**config.mk**
```make
export PLATFORM = sky130hd
export DESIGN_NAME = mdpf_station
export DESIGN_NICKNAME = d
export VERILOG_FILES = /design/src/core/mdpf_pkg.sv /design/src/core/mdpf_fifo.sv /design/src/core/mdpf_station.sv
export SDC_FILE = /design/constraint.sdc
export NUM_CORES = 1
export LEC_CHECK = 0
export ABC_AREA = 1
export BUFFER_PORTS_ARGS = -buffer_cell sky130_fd_sc_hd__buf_2
export CAP_MARGIN = 20
export CORE_ASPECT_RATIO = 2
export CORE_UTILIZATION = 30
export DETAILED_ROUTE_END_ITERATION = 6
export PLACE_DENSITY = 0.54
export SLEW_MARGIN = 15
export SYNTH_ARGS = -nofsm -noshare
export SYNTH_HDL_FRONTEND = slang
export SYNTH_SLANG_ARGS = --single-unit
```
**constraint.sdc**
```tcl
create_clock -name REF_CLK_I -period 11.5 [get_ports REF_CLK_I]
set_input_delay 2.3 -clock REF_CLK_I [delete_from_list [all_inputs] [get_ports REF_CLK_I]]
set_output_delay 2.3 -clock REF_CLK_I [all_outputs]
set_load 0.01 [all_outputs]
```
**src/core/mdpf_pkg.sv**
```systemverilog
// Constants and types for the multidrop poll framer station
// Functional notes
// - Frames open with 02h, close with 03h
// - Count field covers count, ID, payload, checksum
// - Station ID two decimal digits, 01 to 31
// - Checksum XOR of count, ID, payload chars
// - Replies use the same framed format
// - One-character commands only poll and clear; poll count 008
// - Poll with data returns oldest, awaits clear
// - Poll when empty returns empty, no await
// - Poll when full: overflow reply, flush, await
// - Repeated poll while awaiting resends same reply (item or overflow)
// - Clear while awaiting acknowledges, removes one unless awaiting after overflow
// - Clear when not awaiting gets refused reply
// - Wrong ID, format or checksum: silence
// - Buffer overrun halts reading until trigger
// - Direct commands answered acknowledge or error
// - Invalid poll/clear characters give error reply
package mdpf_pkg;
   localparam logic [7:0] MDPF_STX = 8'h02;
   localparam logic [7:0] MDPF_ETX = 8'h03;
   localparam logic [7:0] MDPF_CH_POLL = 8'h50;
   localparam logic [7:0] MDPF_CH_CLEAR = 8'h43;
   localparam logic [7:0] MDPF_CH_ZERO = 8'h30;
   localparam logic [7:0] MDPF_CH_NINE = 8'h39;
   localparam logic [7:0] MDPF_CH_UA = 8'h41;
   localparam logic [7:0] MDPF_CH_UF = 8'h46;
   localparam logic [7:0] MDPF_CH_LA = 8'h61;
   localparam logic [7:0] MDPF_CH_LF = 8'h66;
   localparam logic [7:0] MDPF_CH_EMPTY = 8'h65;
   localparam logic [31:0] MDPF_TXT_OVER = 32'h4f564552;
   localparam logic [15:0] MDPF_TXT_ACK = 16'h4f4b;
   localparam logic [15:0] MDPF_TXT_REFUSED = 16'h4e47;
   localparam logic [23:0] MDPF_TXT_ERR = 24'h455252;
   // Count, ID and checksum characters around the payload
   localparam logic [7:0] MDPF_OVERHEAD = 8'h07;
   localparam logic [7:0] MDPF_POLL_COUNT = 8'h08;
   localparam logic [6:0] MDPF_ID_MIN = 7'h01;
   localparam logic [6:0] MDPF_ID_MAX = 7'h1f;
   // Positions of fields within the characters between the delimiters
   localparam logic [7:0] MDPF_POS_ID = 8'h03;
   localparam logic [7:0] MDPF_POS_PAY = 8'h05;
   typedef enum {RPL_DATA, RPL_EMPTY, RPL_OVER, RPL_ACK, RPL_REFUSED, RPL_ERR} mdpf_reply_t;
   typedef enum {ST_LISTEN, ST_CMD, ST_SEND} mdpf_state_t;
endpackage

```
**src/core/mdpf_fifo.sv**
```systemverilog
// Read data buffer between the reading engine and the poll responder
`timescale 1ns/1ps
module mdpf_fifo #(
   parameter int WIDTH = 32,
   parameter int DEPTH = 4
) (
   input wire logic clk_i,
   input wire logic rst_n_i,
   input wire logic flush_i,
   input wire logic [WIDTH-1:0] in_data_i,
   input wire logic in_valid_i,
   output logic in_ready_o,
   output logic [WIDTH-1:0] out_data_o,
   output logic out_valid_o,
   input wire logic out_ready_i
);
   localparam int AW = $clog2(DEPTH);
   logic [WIDTH-1:0] mem_reg [DEPTH];
   logic [AW-1:0] wr_reg;
   logic [AW-1:0] rd_reg;
   logic [AW:0] cnt_reg;
   logic push;
   logic pop;

   // Honest flags straight from the occupancy count
   assign in_ready_o = (cnt_reg != (AW+1)'(DEPTH));
   assign out_valid_o = (cnt_reg != '0);
   assign out_data_o = mem_reg[rd_reg];
   assign push = in_valid_i && in_ready_o && !flush_i;
   assign pop = out_valid_o && out_ready_i && !flush_i;

   // Storage array, written only on accepted words
   always_ff @(posedge clk_i) begin
      if (push) begin
         mem_reg[wr_reg] <= in_data_i;
      end
   end

   // Pointers and count; flush drops everything at once
   always_ff @(posedge clk_i or negedge rst_n_i) begin
      if (!rst_n_i) begin
         wr_reg <= '0;
         rd_reg <= '0;
         cnt_reg <= '0;
      end else if (flush_i) begin
         wr_reg <= '0;
         rd_reg <= '0;
         cnt_reg <= '0;
      end else begin
         if (push) begin
            wr_reg <= (wr_reg == AW'(DEPTH-1)) ? '0 : wr_reg + 1'b1;
         end
         if (pop) begin
            rd_reg <= (rd_reg == AW'(DEPTH-1)) ? '0 : rd_reg + 1'b1;
         end
         cnt_reg <= cnt_reg + (AW+1)'(push) - (AW+1)'(pop);
      end
   end
endmodule

```
**src/core/mdpf_station.sv**
```systemverilog
// Station-side multidrop poll framer: frame parser, poll/clear responder, reply framer
`timescale 1ns/1ps
module mdpf_station #(
   parameter int ITEM_CHARS = 4,
   parameter int FIFO_DEPTH = 4,
   parameter logic [15:0] ERR_PAYLOAD_CODE = 16'h3030,
   parameter logic [15:0] ERR_CMD_CODE = 16'h3031
) (
   input wire logic REF_CLK_I,
   input wire logic NRST_I,
   input wire logic [4:0] STATION_ID_I,
   input wire logic [7:0] RX_DATA_I,
   input wire logic RX_VALID_I,
   output logic [7:0] TX_DATA_O,
   output logic TX_VALID_O,
   input wire logic TX_READY_I,
   output logic TX_DRIVE_O,
   input wire logic [8*ITEM_CHARS-1:0] ITEM_DATA_I,
   input wire logic ITEM_VALID_I,
   output logic ITEM_READY_O,
   input wire logic TRIGGER_I,
   output logic READ_HALTED_O,
   output logic AWAIT_CLEAR_O,
   output logic CMD_REQ_O,
   output logic [7:0] CMD_CODE_O,
   input wire logic CMD_DONE_I,
   input wire logic CMD_FAIL_I
);
   import mdpf_pkg::*;

   localparam int IW = 8 * ITEM_CHARS;

   logic rst_s1_reg;
   logic rst_n;
   logic trg_s1_reg;
   logic trg_s2_reg;
   logic trg_s3_reg;
   logic trg_level_reg;
   logic trg_rise;
   mdpf_state_t state_reg;
   mdpf_reply_t kind_reg;
   logic await_reg;
   logic await_over_reg;
   logic [IW-1:0] item_reg;
   logic [15:0] err_reg;
   logic pop_reg;
   logic flush_reg;
   logic halted_reg;
   logic item_ready_reg;
   logic cmd_req_reg;
   logic [7:0] cmd_code_reg;
   logic rx_act_reg;
   logic [7:0] rx_n_reg;
   logic [7:0] rx_xor_reg;
   logic [7:0] rx_h0_reg;
   logic [7:0] rx_h1_reg;
   logic [9:0] rx_cnt_reg;
   logic [6:0] rx_id_reg;
   logic rx_fmt_reg;
   logic [7:0] rx_pay_reg;
   logic [7:0] tx_idx_reg;
   logic [7:0] tx_xor_reg;
   logic [7:0] tx_data_reg;
   logic tx_valid_reg;
   logic tx_drive_reg;
   logic rx_take;
   logic frame_end;
   logic frame_ok;
   logic [7:0] pay_len;
   logic [7:0] tx_last;
   logic tx_step;
   logic tx_done;
   logic [7:0] tx_byte;
   logic fifo_in_ready;
   logic [IW-1:0] fifo_head;
   logic fifo_has;

   // ASCII decimal digit test
   function automatic logic is_dig(input logic [7:0] c);
      return (c >= MDPF_CH_ZERO) && (c <= MDPF_CH_NINE);
   endfunction

   // ASCII hex character value, bit 4 flags a valid character
   function automatic logic [4:0] hex_val(input logic [7:0] c);
      logic [7:0] d;
      d = 8'h00;
      if (is_dig(c)) begin
         d = c - MDPF_CH_ZERO;
         return {1'b1, d[3:0]};
      end else if (c >= MDPF_CH_UA && c <= MDPF_CH_UF) begin
         d = c - MDPF_CH_UA + 8'h0a;
         return {1'b1, d[3:0]};
      end else if (c >= MDPF_CH_LA && c <= MDPF_CH_LF) begin
         d = c - MDPF_CH_LA + 8'h0a;
         return {1'b1, d[3:0]};
      end
      return 5'h00;
   endfunction

   // Upper-case hex character for a nibble
   function automatic logic [7:0] hex_char(input logic [3:0] n);
      return (n < 4'ha) ? MDPF_CH_ZERO + {4'h0, n} : MDPF_CH_UA + {4'h0, n} - 8'h0a;
   endfunction

   // Decimal digit character: pos 0 ones, 1 tens, 2 hundreds
   function automatic logic [7:0] dec_char(input logic [7:0] v, input logic [1:0] pos);
      logic [7:0] q;
      q = v;
      if (pos == 2'd1) begin
         q = v / 8'd10;
      end else if (pos == 2'd2) begin
         q = v / 8'd100;
      end
      return MDPF_CH_ZERO + (q % 8'd10);
   endfunction

   // Payload length of each reply kind
   function automatic logic [7:0] reply_len(input mdpf_reply_t k);
      case (k)
         RPL_DATA: return 8'(ITEM_CHARS);
         RPL_EMPTY: return 8'h01;
         RPL_OVER: return 8'h04;
         RPL_ERR: return 8'h05;
         default: return 8'h02;
      endcase
   endfunction

   // Payload character i of the reply being sent
   function automatic logic [7:0] reply_char(input mdpf_reply_t k, input logic [7:0] i,
                                             input logic [IW-1:0] item, input logic [15:0] code);
      logic [39:0] err;
      err = {MDPF_TXT_ERR, code};
      case (k)
         RPL_DATA: return item[IW-8-8*i +: 8];
         RPL_EMPTY: return MDPF_CH_EMPTY;
         RPL_OVER: return MDPF_TXT_OVER[24-8*i +: 8];
         RPL_ACK: return MDPF_TXT_ACK[8-8*i +: 8];
         RPL_REFUSED: return MDPF_TXT_REFUSED[8-8*i +: 8];
         default: return err[32-8*i +: 8];
      endcase
   endfunction

   // Reset release through two flip-flops
   always_ff @(posedge REF_CLK_I or negedge NRST_I) begin
      if (!NRST_I) begin
         rst_s1_reg <= 1'b0;
         rst_n <= 1'b0;
      end else begin
         rst_s1_reg <= 1'b1;
         rst_n <= rst_s1_reg;
      end
   end

   // Timing input pin: three flops, a change counts once stages two and three agree
   always_ff @(posedge REF_CLK_I or negedge rst_n) begin
      if (!rst_n) begin
         trg_s1_reg <= 1'b0;
         trg_s2_reg <= 1'b0;
         trg_s3_reg <= 1'b0;
         trg_level_reg <= 1'b0;
      end else begin
         trg_s1_reg <= TRIGGER_I;
         trg_s2_reg <= trg_s1_reg;
         trg_s3_reg <= trg_s2_reg;
         if (trg_s2_reg == trg_s3_reg) begin
            trg_level_reg <= trg_s3_reg;
         end
      end
   end
   assign trg_rise = trg_s2_reg && trg_s3_reg && !trg_level_reg;

   // Read data buffer; back-pressure reaches the reading engine
   mdpf_fifo #(.WIDTH(IW), .DEPTH(FIFO_DEPTH)) u_fifo (
      .clk_i(REF_CLK_I),
      .rst_n_i(rst_n),
      .flush_i(flush_reg),
      .in_data_i(ITEM_DATA_I),
      .in_valid_i(ITEM_VALID_I && item_ready_reg),
      .in_ready_o(fifo_in_ready),
      .out_data_o(fifo_head),
      .out_valid_o(fifo_has),
      .out_ready_i(pop_reg)
   );

   // halt on overrun
   // An item offered against a full buffer stops reading; a trigger restarts it, set wins
   always_ff @(posedge REF_CLK_I or negedge rst_n) begin
      if (!rst_n) begin
         halted_reg <= 1'b0;
         item_ready_reg <= 1'b0;
      end else begin
         if (ITEM_VALID_I && !fifo_in_ready) begin
            halted_reg <= 1'b1;
         end else if (trg_rise) begin
            halted_reg <= 1'b0;
         end
         item_ready_reg <= fifo_in_ready && !halted_reg && !(ITEM_VALID_I && !fifo_in_ready);
      end
   end

   // Receiver listens only between replies; the driver's own echo is not parsed
   assign rx_take = RX_VALID_I && (state_reg == ST_LISTEN);

   // frame delimiting
   // STX always restarts the parser, so a torn frame cannot poison the next one
   always_ff @(posedge REF_CLK_I or negedge rst_n) begin
      if (!rst_n) begin
         rx_act_reg <= 1'b0;
         rx_n_reg <= 8'h00;
         rx_xor_reg <= 8'h00;
         rx_h0_reg <= 8'h00;
         rx_h1_reg <= 8'h00;
         rx_cnt_reg <= 10'h000;
         rx_id_reg <= 7'h00;
         rx_fmt_reg <= 1'b0;
         rx_pay_reg <= 8'h00;
      end else if (rx_take) begin
         if (RX_DATA_I == MDPF_STX) begin
            rx_act_reg <= 1'b1;
            rx_n_reg <= 8'h00;
            rx_xor_reg <= 8'h00;
            rx_cnt_reg <= 10'h000;
            rx_id_reg <= 7'h00;
            rx_fmt_reg <= 1'b1;
         end else if (RX_DATA_I == MDPF_ETX) begin
            rx_act_reg <= 1'b0;
         end else if (rx_act_reg) begin
            rx_n_reg <= (rx_n_reg == 8'hff) ? rx_n_reg : rx_n_reg + 8'h01;
            rx_xor_reg <= rx_xor_reg ^ RX_DATA_I;
            rx_h1_reg <= rx_h0_reg;
            rx_h0_reg <= RX_DATA_I;
            if (rx_n_reg < MDPF_POS_ID) begin
               rx_fmt_reg <= rx_fmt_reg && is_dig(RX_DATA_I);
               rx_cnt_reg <= 10'(rx_cnt_reg * 10) + 10'(RX_DATA_I - MDPF_CH_ZERO);
            end else if (rx_n_reg < MDPF_POS_PAY) begin
               rx_fmt_reg <= rx_fmt_reg && is_dig(RX_DATA_I);
               rx_id_reg <= 7'(rx_id_reg * 10) + 7'(RX_DATA_I - MDPF_CH_ZERO);
            end else if (rx_n_reg == MDPF_POS_PAY) begin
               rx_pay_reg <= RX_DATA_I;
            end
         end
      end
   end

   // silent discard
   // Count, ID, format and checksum must all hold or the frame is dropped unanswered
   assign frame_end = rx_take && rx_act_reg && (RX_DATA_I == MDPF_ETX);
   assign pay_len = rx_n_reg - MDPF_OVERHEAD;
   always_comb begin
      logic [4:0] hi;
      logic [4:0] lo;
      hi = hex_val(rx_h1_reg);
      lo = hex_val(rx_h0_reg);
      frame_ok = rx_fmt_reg && (rx_n_reg >= MDPF_POLL_COUNT) && (rx_cnt_reg == {2'b00, rx_n_reg})
         && (rx_id_reg == {2'b00, STATION_ID_I}) && (rx_id_reg >= MDPF_ID_MIN)
         && (rx_id_reg <= MDPF_ID_MAX) && hi[4] && lo[4]
         && ({hi[3:0], lo[3:0]} == (rx_xor_reg ^ rx_h1_reg ^ rx_h0_reg));
   end

   // Responder: decides the reply and owns the awaiting-clear state
   always_ff @(posedge REF_CLK_I or negedge rst_n) begin
      if (!rst_n) begin
         state_reg <= ST_LISTEN;
         kind_reg <= RPL_EMPTY;
         await_reg <= 1'b0;
         await_over_reg <= 1'b0;
         item_reg <= '0;
         err_reg <= ERR_PAYLOAD_CODE;
         pop_reg <= 1'b0;
         flush_reg <= 1'b0;
         cmd_req_reg <= 1'b0;
         cmd_code_reg <= 8'h00;
      end else begin
         pop_reg <= 1'b0;
         flush_reg <= 1'b0;
         cmd_req_reg <= 1'b0;
         case (state_reg)
            ST_LISTEN: begin
               if (frame_end && frame_ok) begin
                  state_reg <= ST_SEND;
                  if (pay_len == 8'h01 && rx_pay_reg == MDPF_CH_POLL) begin
                     if (await_reg) begin
                        kind_reg <= await_over_reg ? RPL_OVER : RPL_DATA;
                     end else if (!fifo_in_ready) begin
                        kind_reg <= RPL_OVER;
                        flush_reg <= 1'b1;
                        await_reg <= 1'b1;
                        await_over_reg <= 1'b1;
                     end else if (fifo_has) begin
                        kind_reg <= RPL_DATA;
                        item_reg <= fifo_head;
                        await_reg <= 1'b1;
                        await_over_reg <= 1'b0;
                     end else begin
                        kind_reg <= RPL_EMPTY;
                     end
                  end else if (pay_len == 8'h01 && rx_pay_reg == MDPF_CH_CLEAR) begin
                     if (await_reg) begin
                        // remove one item; after overflow the buffer was already emptied
                        kind_reg <= RPL_ACK;
                        pop_reg <= !await_over_reg;
                        await_reg <= 1'b0;
                        await_over_reg <= 1'b0;
                     end else begin
                        kind_reg <= RPL_REFUSED;
                     end
                  end else if (pay_len == 8'h01) begin
                     kind_reg <= RPL_ERR;
                     err_reg <= ERR_PAYLOAD_CODE;
                  end else begin
                     state_reg <= ST_CMD;
                     cmd_req_reg <= 1'b1;
                     cmd_code_reg <= rx_pay_reg;
                  end
               end
            end
            ST_CMD: begin
               if (CMD_DONE_I) begin
                  state_reg <= ST_SEND;
                  kind_reg <= CMD_FAIL_I ? RPL_ERR : RPL_ACK;
                  err_reg <= ERR_CMD_CODE;
               end
            end
            ST_SEND: begin
               if (tx_done) begin
                  state_reg <= ST_LISTEN;
               end
            end
            default: state_reg <= ST_LISTEN;
         endcase
      end
   end

   // reply framing
   // Byte order: STX, count, ID, payload, checksum, ETX
   assign tx_last = reply_len(kind_reg) + 8'h08;
   assign tx_step = (state_reg == ST_SEND) && (!tx_valid_reg || TX_READY_I);
   assign tx_done = tx_step && (tx_idx_reg > tx_last);
   always_comb begin
      logic [7:0] pl;
      pl = reply_len(kind_reg);
      if (tx_idx_reg == 8'h00) begin
         tx_byte = MDPF_STX;
      end else if (tx_idx_reg <= 8'h03) begin
         tx_byte = dec_char(pl + MDPF_OVERHEAD, 2'(8'h03 - tx_idx_reg));
      end else if (tx_idx_reg <= 8'h05) begin
         tx_byte = dec_char({3'b000, STATION_ID_I}, 2'(8'h05 - tx_idx_reg));
      end else if (tx_idx_reg <= pl + 8'h05) begin
         tx_byte = reply_char(kind_reg, tx_idx_reg - 8'h06, item_reg, err_reg);
      end else if (tx_idx_reg == pl + 8'h06) begin
         tx_byte = hex_char(tx_xor_reg[7:4]);
      end else if (tx_idx_reg == pl + 8'h07) begin
         tx_byte = hex_char(tx_xor_reg[3:0]);
      end else begin
         tx_byte = MDPF_ETX;
      end
   end

   // Transmit byte stream; checksum accumulates over count, ID and payload
   always_ff @(posedge REF_CLK_I or negedge rst_n) begin
      if (!rst_n) begin
         tx_idx_reg <= 8'h00;
         tx_xor_reg <= 8'h00;
         tx_data_reg <= 8'h00;
         tx_valid_reg <= 1'b0;
         tx_drive_reg <= 1'b0;
      end else begin
         tx_drive_reg <= (state_reg == ST_SEND) && !tx_done;
         if (state_reg != ST_SEND) begin
            tx_idx_reg <= 8'h00;
            tx_xor_reg <= 8'h00;
         end else if (tx_step) begin
            if (tx_idx_reg <= tx_last) begin
               tx_data_reg <= tx_byte;
               tx_valid_reg <= 1'b1;
               tx_idx_reg <= tx_idx_reg + 8'h01;
               if (tx_idx_reg != 8'h00 && tx_idx_reg <= reply_len(kind_reg) + 8'h05) begin
                  tx_xor_reg <= tx_xor_reg ^ tx_byte;
               end
            end else begin
               tx_valid_reg <= 1'b0;
            end
         end
      end
   end

   // Outputs all straight from flops
   assign TX_DATA_O = tx_data_reg;
   assign TX_VALID_O = tx_valid_reg;
   assign TX_DRIVE_O = tx_drive_reg;
   assign ITEM_READY_O = item_ready_reg;
   assign READ_HALTED_O = halted_reg;
   assign AWAIT_CLEAR_O = await_reg;
   assign CMD_REQ_O = cmd_req_reg;
   assign CMD_CODE_O = cmd_code_reg;
endmodule

```
; ---- After elaboration in Yosys (flattened, before gate mapping)
; Memory sizes are Yosys's and may differ from the RTL's. A register that Yosys moved wholly into a read port is not among the register bits.
; Cells that the tools add are included.
[op_classes]
div_mod_pow = 6
n_addsub = 40
eq_ne = 41
reduce_logical = 86
order_cmp = 27
mux = 129
n_mul = 2
bitwise_logic = 13
shifts = 5
[ops]
columns = op, n
row1 = $mux W8, 34
row2 = $mux W32, 8
row3 = $eq A32 B2 Y1 const B, 3
row4 = $eq A32 B3 Y1 const B, 3
row5 = $logic_not A32 Y1, 3
row6 = $pmux W32 S3, 1
row7 = $mux W16, 5
row8 = $shiftx A16 B33 Y8 const A, 2
row9 = $eq A32 B1 Y1 const B, 2
row10 = $pmux W32 S2, 1
row11 = $mux W1, 45
row12 = $mux W10, 4
row13 = $mux W5, 8
row14 = $pmux W8 S5, 1
row15 = $shiftx A40 B33 Y8, 1
row16 = $logic_and A1 B1 Y1, 36
row17 = $mux W7, 5
row18 = $shiftx A32 B33 Y8, 1
row19 = $shiftx A32 B33 Y8 const A, 1
row20 = $add A8 B3 Y8 const B, 4
row21 = $ge A8 B7 Y1 const B, 4
row22 = $le A8 B7 Y1 const B, 4
row23 = $ne A32 B3 Y1 const B, 1
row24 = $pmux W16 S2, 1
row25 = other kinds (73), 171
[word_totals]
register_bits = 193
latch_bits = 0
memories = 1
output_inout_bits = 22
inputBits = 53
rom_bits = 0
mem_bits_rw = 128
wordCells = 384
[memory_table]
columns = name, words, word_bits, rd, rd_ports_with_merged_regs, write_ports, line_no
row1 = u_fifo.mem_reg, 4, 32, 1, 1, 1, mdpf_fifo.sv:18  ; logic [WIDTH-1:0] mem_reg [DEPTH];

; ---- Longest topological paths before layout
[depth]
depth_word = 18
depth_mapped = 23
ltp_nobuf = 23

; ---- Cells and area by module
; A second synthesis with hierarchy kept.
[hier_totals]
hier_cells = 1738
area_unflattened_um2 = 15273.4
[modules_own_cells]
columns = module, instances, cells_per_inst, area_each_um2
row1 = mdpf_station, 1, 1305, 9774.4
row2 = mdpf_fifo, 1, 433, 5499.0

; ---- Worst setup path before layout
; OpenSTA, ideal clock, no wires.
[synth_timing]
path_kind = input to register
startpoint = input port ITEM_VALID_I
endpoint = memory u_fifo.mem_reg[3][0], enable pin
arrival_ns = 4.033
n_path_buf = 0
path_slack_ns = 7.046
stages = 4
path_cell_list = nand3_1 > nor2_1 > inv_1 > nor2_1
[synth_between]
elab_chain_cells = 5
[synth_rtl]
columns = item, line_no
row1 = "start, declared", mdpf_station.sv:19  ; input wire logic ITEM_VALID_I,
row2 = $logic_and A1 B1 Y1, mdpf_station.sv:178  ; .in_valid_i(ITEM_VALID_I && item_ready_reg),
row3 = $logic_and A1 B1 Y1 (2 in a row), mdpf_fifo.sv:29  ; assign push = in_valid_i && in_ready_o && !flush_i;
row4 = $mux W1, mdpf_fifo.sv:34  ; if (push) begin
row5 = $mux W1 (implied by the code), mdpf_fifo.sv:35  ; mem_reg[wr_reg] <= in_data_i;
row6 = "end, declared", mdpf_fifo.sv:18
; Every way passes these cells.

; ---- Final worst setup path
[layout_timing]
startpoint = input port RX_DATA_I[4]
endpoint = register rx_cnt_reg[8]
[layout_between]
elab_chain_cells = 6
word_cells_on_any_way = 12
cone_classes = add/sub: 2 / eq/ne: 3 / mux: 4 / reduce/logical: 3
[layout_rtl]
columns = item, line_no
row1 = "start, declared", mdpf_station.sv:12  ; input wire logic [7:0] RX_DATA_I,
row2 = $sub A8 B6 Y9, mdpf_station.sv:234  ; rx_cnt_reg <= 10'(rx_cnt_reg * 10) + 10'(RX_DATA_I - MDPF_CH_ZERO);
row3 = $add A10 B10 Y10, mdpf_station.sv:234
row4 = $mux W10, mdpf_station.sv:232  ; if (rx_n_reg < MDPF_POS_ID) begin
row5 = $mux W10, mdpf_station.sv:227  ; end else if (rx_act_reg) begin
row6 = $mux W10, mdpf_station.sv:225  ; end else if (RX_DATA_I == MDPF_ETX) begin
row7 = $mux W10, mdpf_station.sv:218  ; if (RX_DATA_I == MDPF_STX) begin
row8 = "end signal, assigned", mdpf_station.sv:234
row9 = "end, declared", mdpf_station.sv:57  ; logic [9:0] rx_cnt_reg;
; Parallel ways exist; a longest one is shown, timed or not. The select of a mux whose other input is x is not followed.
; A chain may end at the register's enable or synchronous reset.

==> metrics.txt <==
status finished clean; Req. time, crit path 11970 ps; HP Class reg2async; register area share after synthesis 50.40%; gr busiest metal met2; setup repair after global routing missed its margin false; vias in the first global route 12440; Setup Fix Bufs, Post-CTS 0; Multi-input gate area 0.006568 mm²; maximum buffer depth of the clock tree 3; # IOs 75; power density over cell area 216.7 mW/mm²; cell area after layout 0.01727 mm²; R2R Path Start kind_reg[0]; cts bufs inserted 29; clock root cell clkbuf_16; top cells by area, synth edfxtp_1 25%, dfrtp_1 25%, nand2_1 9.9%, ha_1 6.2%, o21ai_0 5.4%; total congestion overflow 0; top_reg_cell synth dfrtp_1; via count 12310; antenna violations before repair 0; CP endpoint rx_cnt_reg[8]; Worst Setup End Kind flip-flop; routed len/inst 17.37 µm; final core occ 34.58%; clk slew on worst S/H paths 60 ps; setup TNS 0 ps; DRT Pass-1 Iters 5; H-tree Lvls 1; largest net degree at the start of global routing 73; post-CTS sizing 0; FMAX 202.5 MHz; Worst Path Buf+Inv 4; Post-Syn Area 0.01513 mm²; max-cap viol count 0; Post-synth top cells 400 x nand2_1, 202 x nor2_1, 184 x inv_1; r2r endpoint tx_xor_reg[0]; # DRC 0; max reg flops 128; die width 160.8 µm; post-synth top area cell edfxtp_1; hold buffers post-CTS 0; Worst-Margin Slew 992.7 ps; gr usage total 16.79%; critical path type in2reg; Post-Layout Cell Count 2490; Pins Over Slew Limit 0; critical path startpoint RX_DATA_I[4]; layout cells sized above 1 9.402%; CTS tree yes; first-pass GRT wire length 67240 µm; Critical Path Max Stage Delay 550 ps; Ys Warns 0; Vias/cell 4.945; met3 GRT Util 1.777%; # nets final 1951; most common cell in the netlist nand2_1; Critical Path Source Type input port; M1 GR Usage 16.51%; Row Count 116; Max Clock Skew 22.73 ps; Detailed Route WL 43260 µm; later-pin clock latency in the skew report 570 ps; post-synth top area share 25.41%; Core ar. 0.04993 mm²; GR Util met2 32.76%; slowest stage cell, crit path nand4_1; Die ar. 0.05138 mm²; fin crit share 42.94%; Final min period 4938 ps; Fill cells 5225; worst-path maximum fanout 12; ys async rst share 54.12%; Register-to-Register Path Depth 18; flops & latches, synth 279; dpl cells 2434; Syn Area/Cell 8.653 µm²; PortBufs 74; chip height 319.6 µm; worst path cell trace buf_2 > inv_1 > ha_1 > nor3b_1 > nand4_1 > nor2_1 > inv_1 > nand2_1 > inv_1 > nor2_2 > nand2_1 > o31ai_1; crit-path leading delay family simple AND/OR/NAND/NOR gates; Area Overhead vs Synth 14.15%; final HPWL from detailed placement 32140 µm; Post-synth EDFFs 128; leakage 7.810 nW; Initial Util 30.30%; R2R Setup Slk 7610 ps; Routed Antenna Nets 0; routability congestion estimate from global placement 0.9801; worst vdd ir 113.4 µV; critical path depth 12; area of placed instances 0.01618 mm²; Top cell by count, worst path inv_1; Fin. Hold Viols 0; post-synth cell types 59; Synth Instances 1748; final setup fails 0; Slew HR 33.42%; initial DRC count 777; Sink Count 279; Register Area 0.007627 mm²; crit path DAT 5410 ps
==> layout by cell type (no fill, tap or decap), types with 42 or more instances in the layout <==
cell type / instances
o22ai_1: 42
nand2_1: 400
ha_1: 75
buf_2: 74
nand3_1: 87
dfrtp_1: 149
inv_1: 184
nor2_1: 197
a21oi_1: 53
nand4_1: 58
edfxtp_1: 128
o21ai_0: 164
==> layer usage <==
layer | part of all wire [%] | wire length [µm] | vias up
met3 | 3.6 | 1572 | 121
met1 | 35 | 15340 | 5850
li1 | - | - | 6024
met5 | 0 | 0 | -
met2 | 54 | 23470 | 319
met4 | 6.6 | 2867 | 0
==> through the flow <==
stage | total power (W) | worst slack (ps) | hold WS, ps
after global placement | 0.002712 | 6124 | 112.0
after detailed placement | 0.002746 | 6050 | 118.2
final | 0.003741 | 6562 | 120.3
after floorplan | 0.002309 | 6983 | 331.2
after CTS | 0.003786 | 6611 | 123.6
after global routing | 0.004011 | 6217 | 136.3
==> cell families after synthesis <==
kind of cell / count (synthesis) / synth area share [%]
AOI/OAI and AO/OA: 295 / 10.72
xor gates and xnor gates: 48 / 2.879
adders and majority gates: 80 / 6.866
buffers and inverters: 240 / 6.287
DFF: 279 / 50.40
muxes: 1 / 0.07444
other: 1 / 0.02479
and+or+nand+nor: 804 / 22.75
==> cell type report <==
class                      count  area share, %
clock inverter                19          1.449
sequential                   279          44.18
inverter                     190          4.145
antenna                        1        0.01449
multi-input combinational   1230          38.04
clock buffer                  34          4.486
timing repair buffer          88          2.986
tap                          649          4.703
==> worst min-delay path by stage <==
stage          startpoint          to  slack, ps  depth (start not counted)
3_3_place_gp        rst_n  trg_s2_reg        110                          0
4_1_cts             rst_n  trg_s3_reg        120                          0
5_1_grt             rst_n  trg_s1_reg        140                          0
3_5_place_dp        rst_n  trg_s1_reg        120                          0
2_1_floorplan  rst_s1_reg       rst_n        330                          0
6_report            rst_n  trg_s3_reg        120                          0
==> power breakdown <==
| part | switching [W] | internal [W] |
|---|---|---|
| Clock | 0.000418 | 0.000597 |
| Combinational | 0.000966 | 0.000430 |
| Sequential | 0.000120 | 0.00121 |
| Total | 0.00150 | 0.00224 |
No activity file was read; power rests on OpenSTA's default activity.
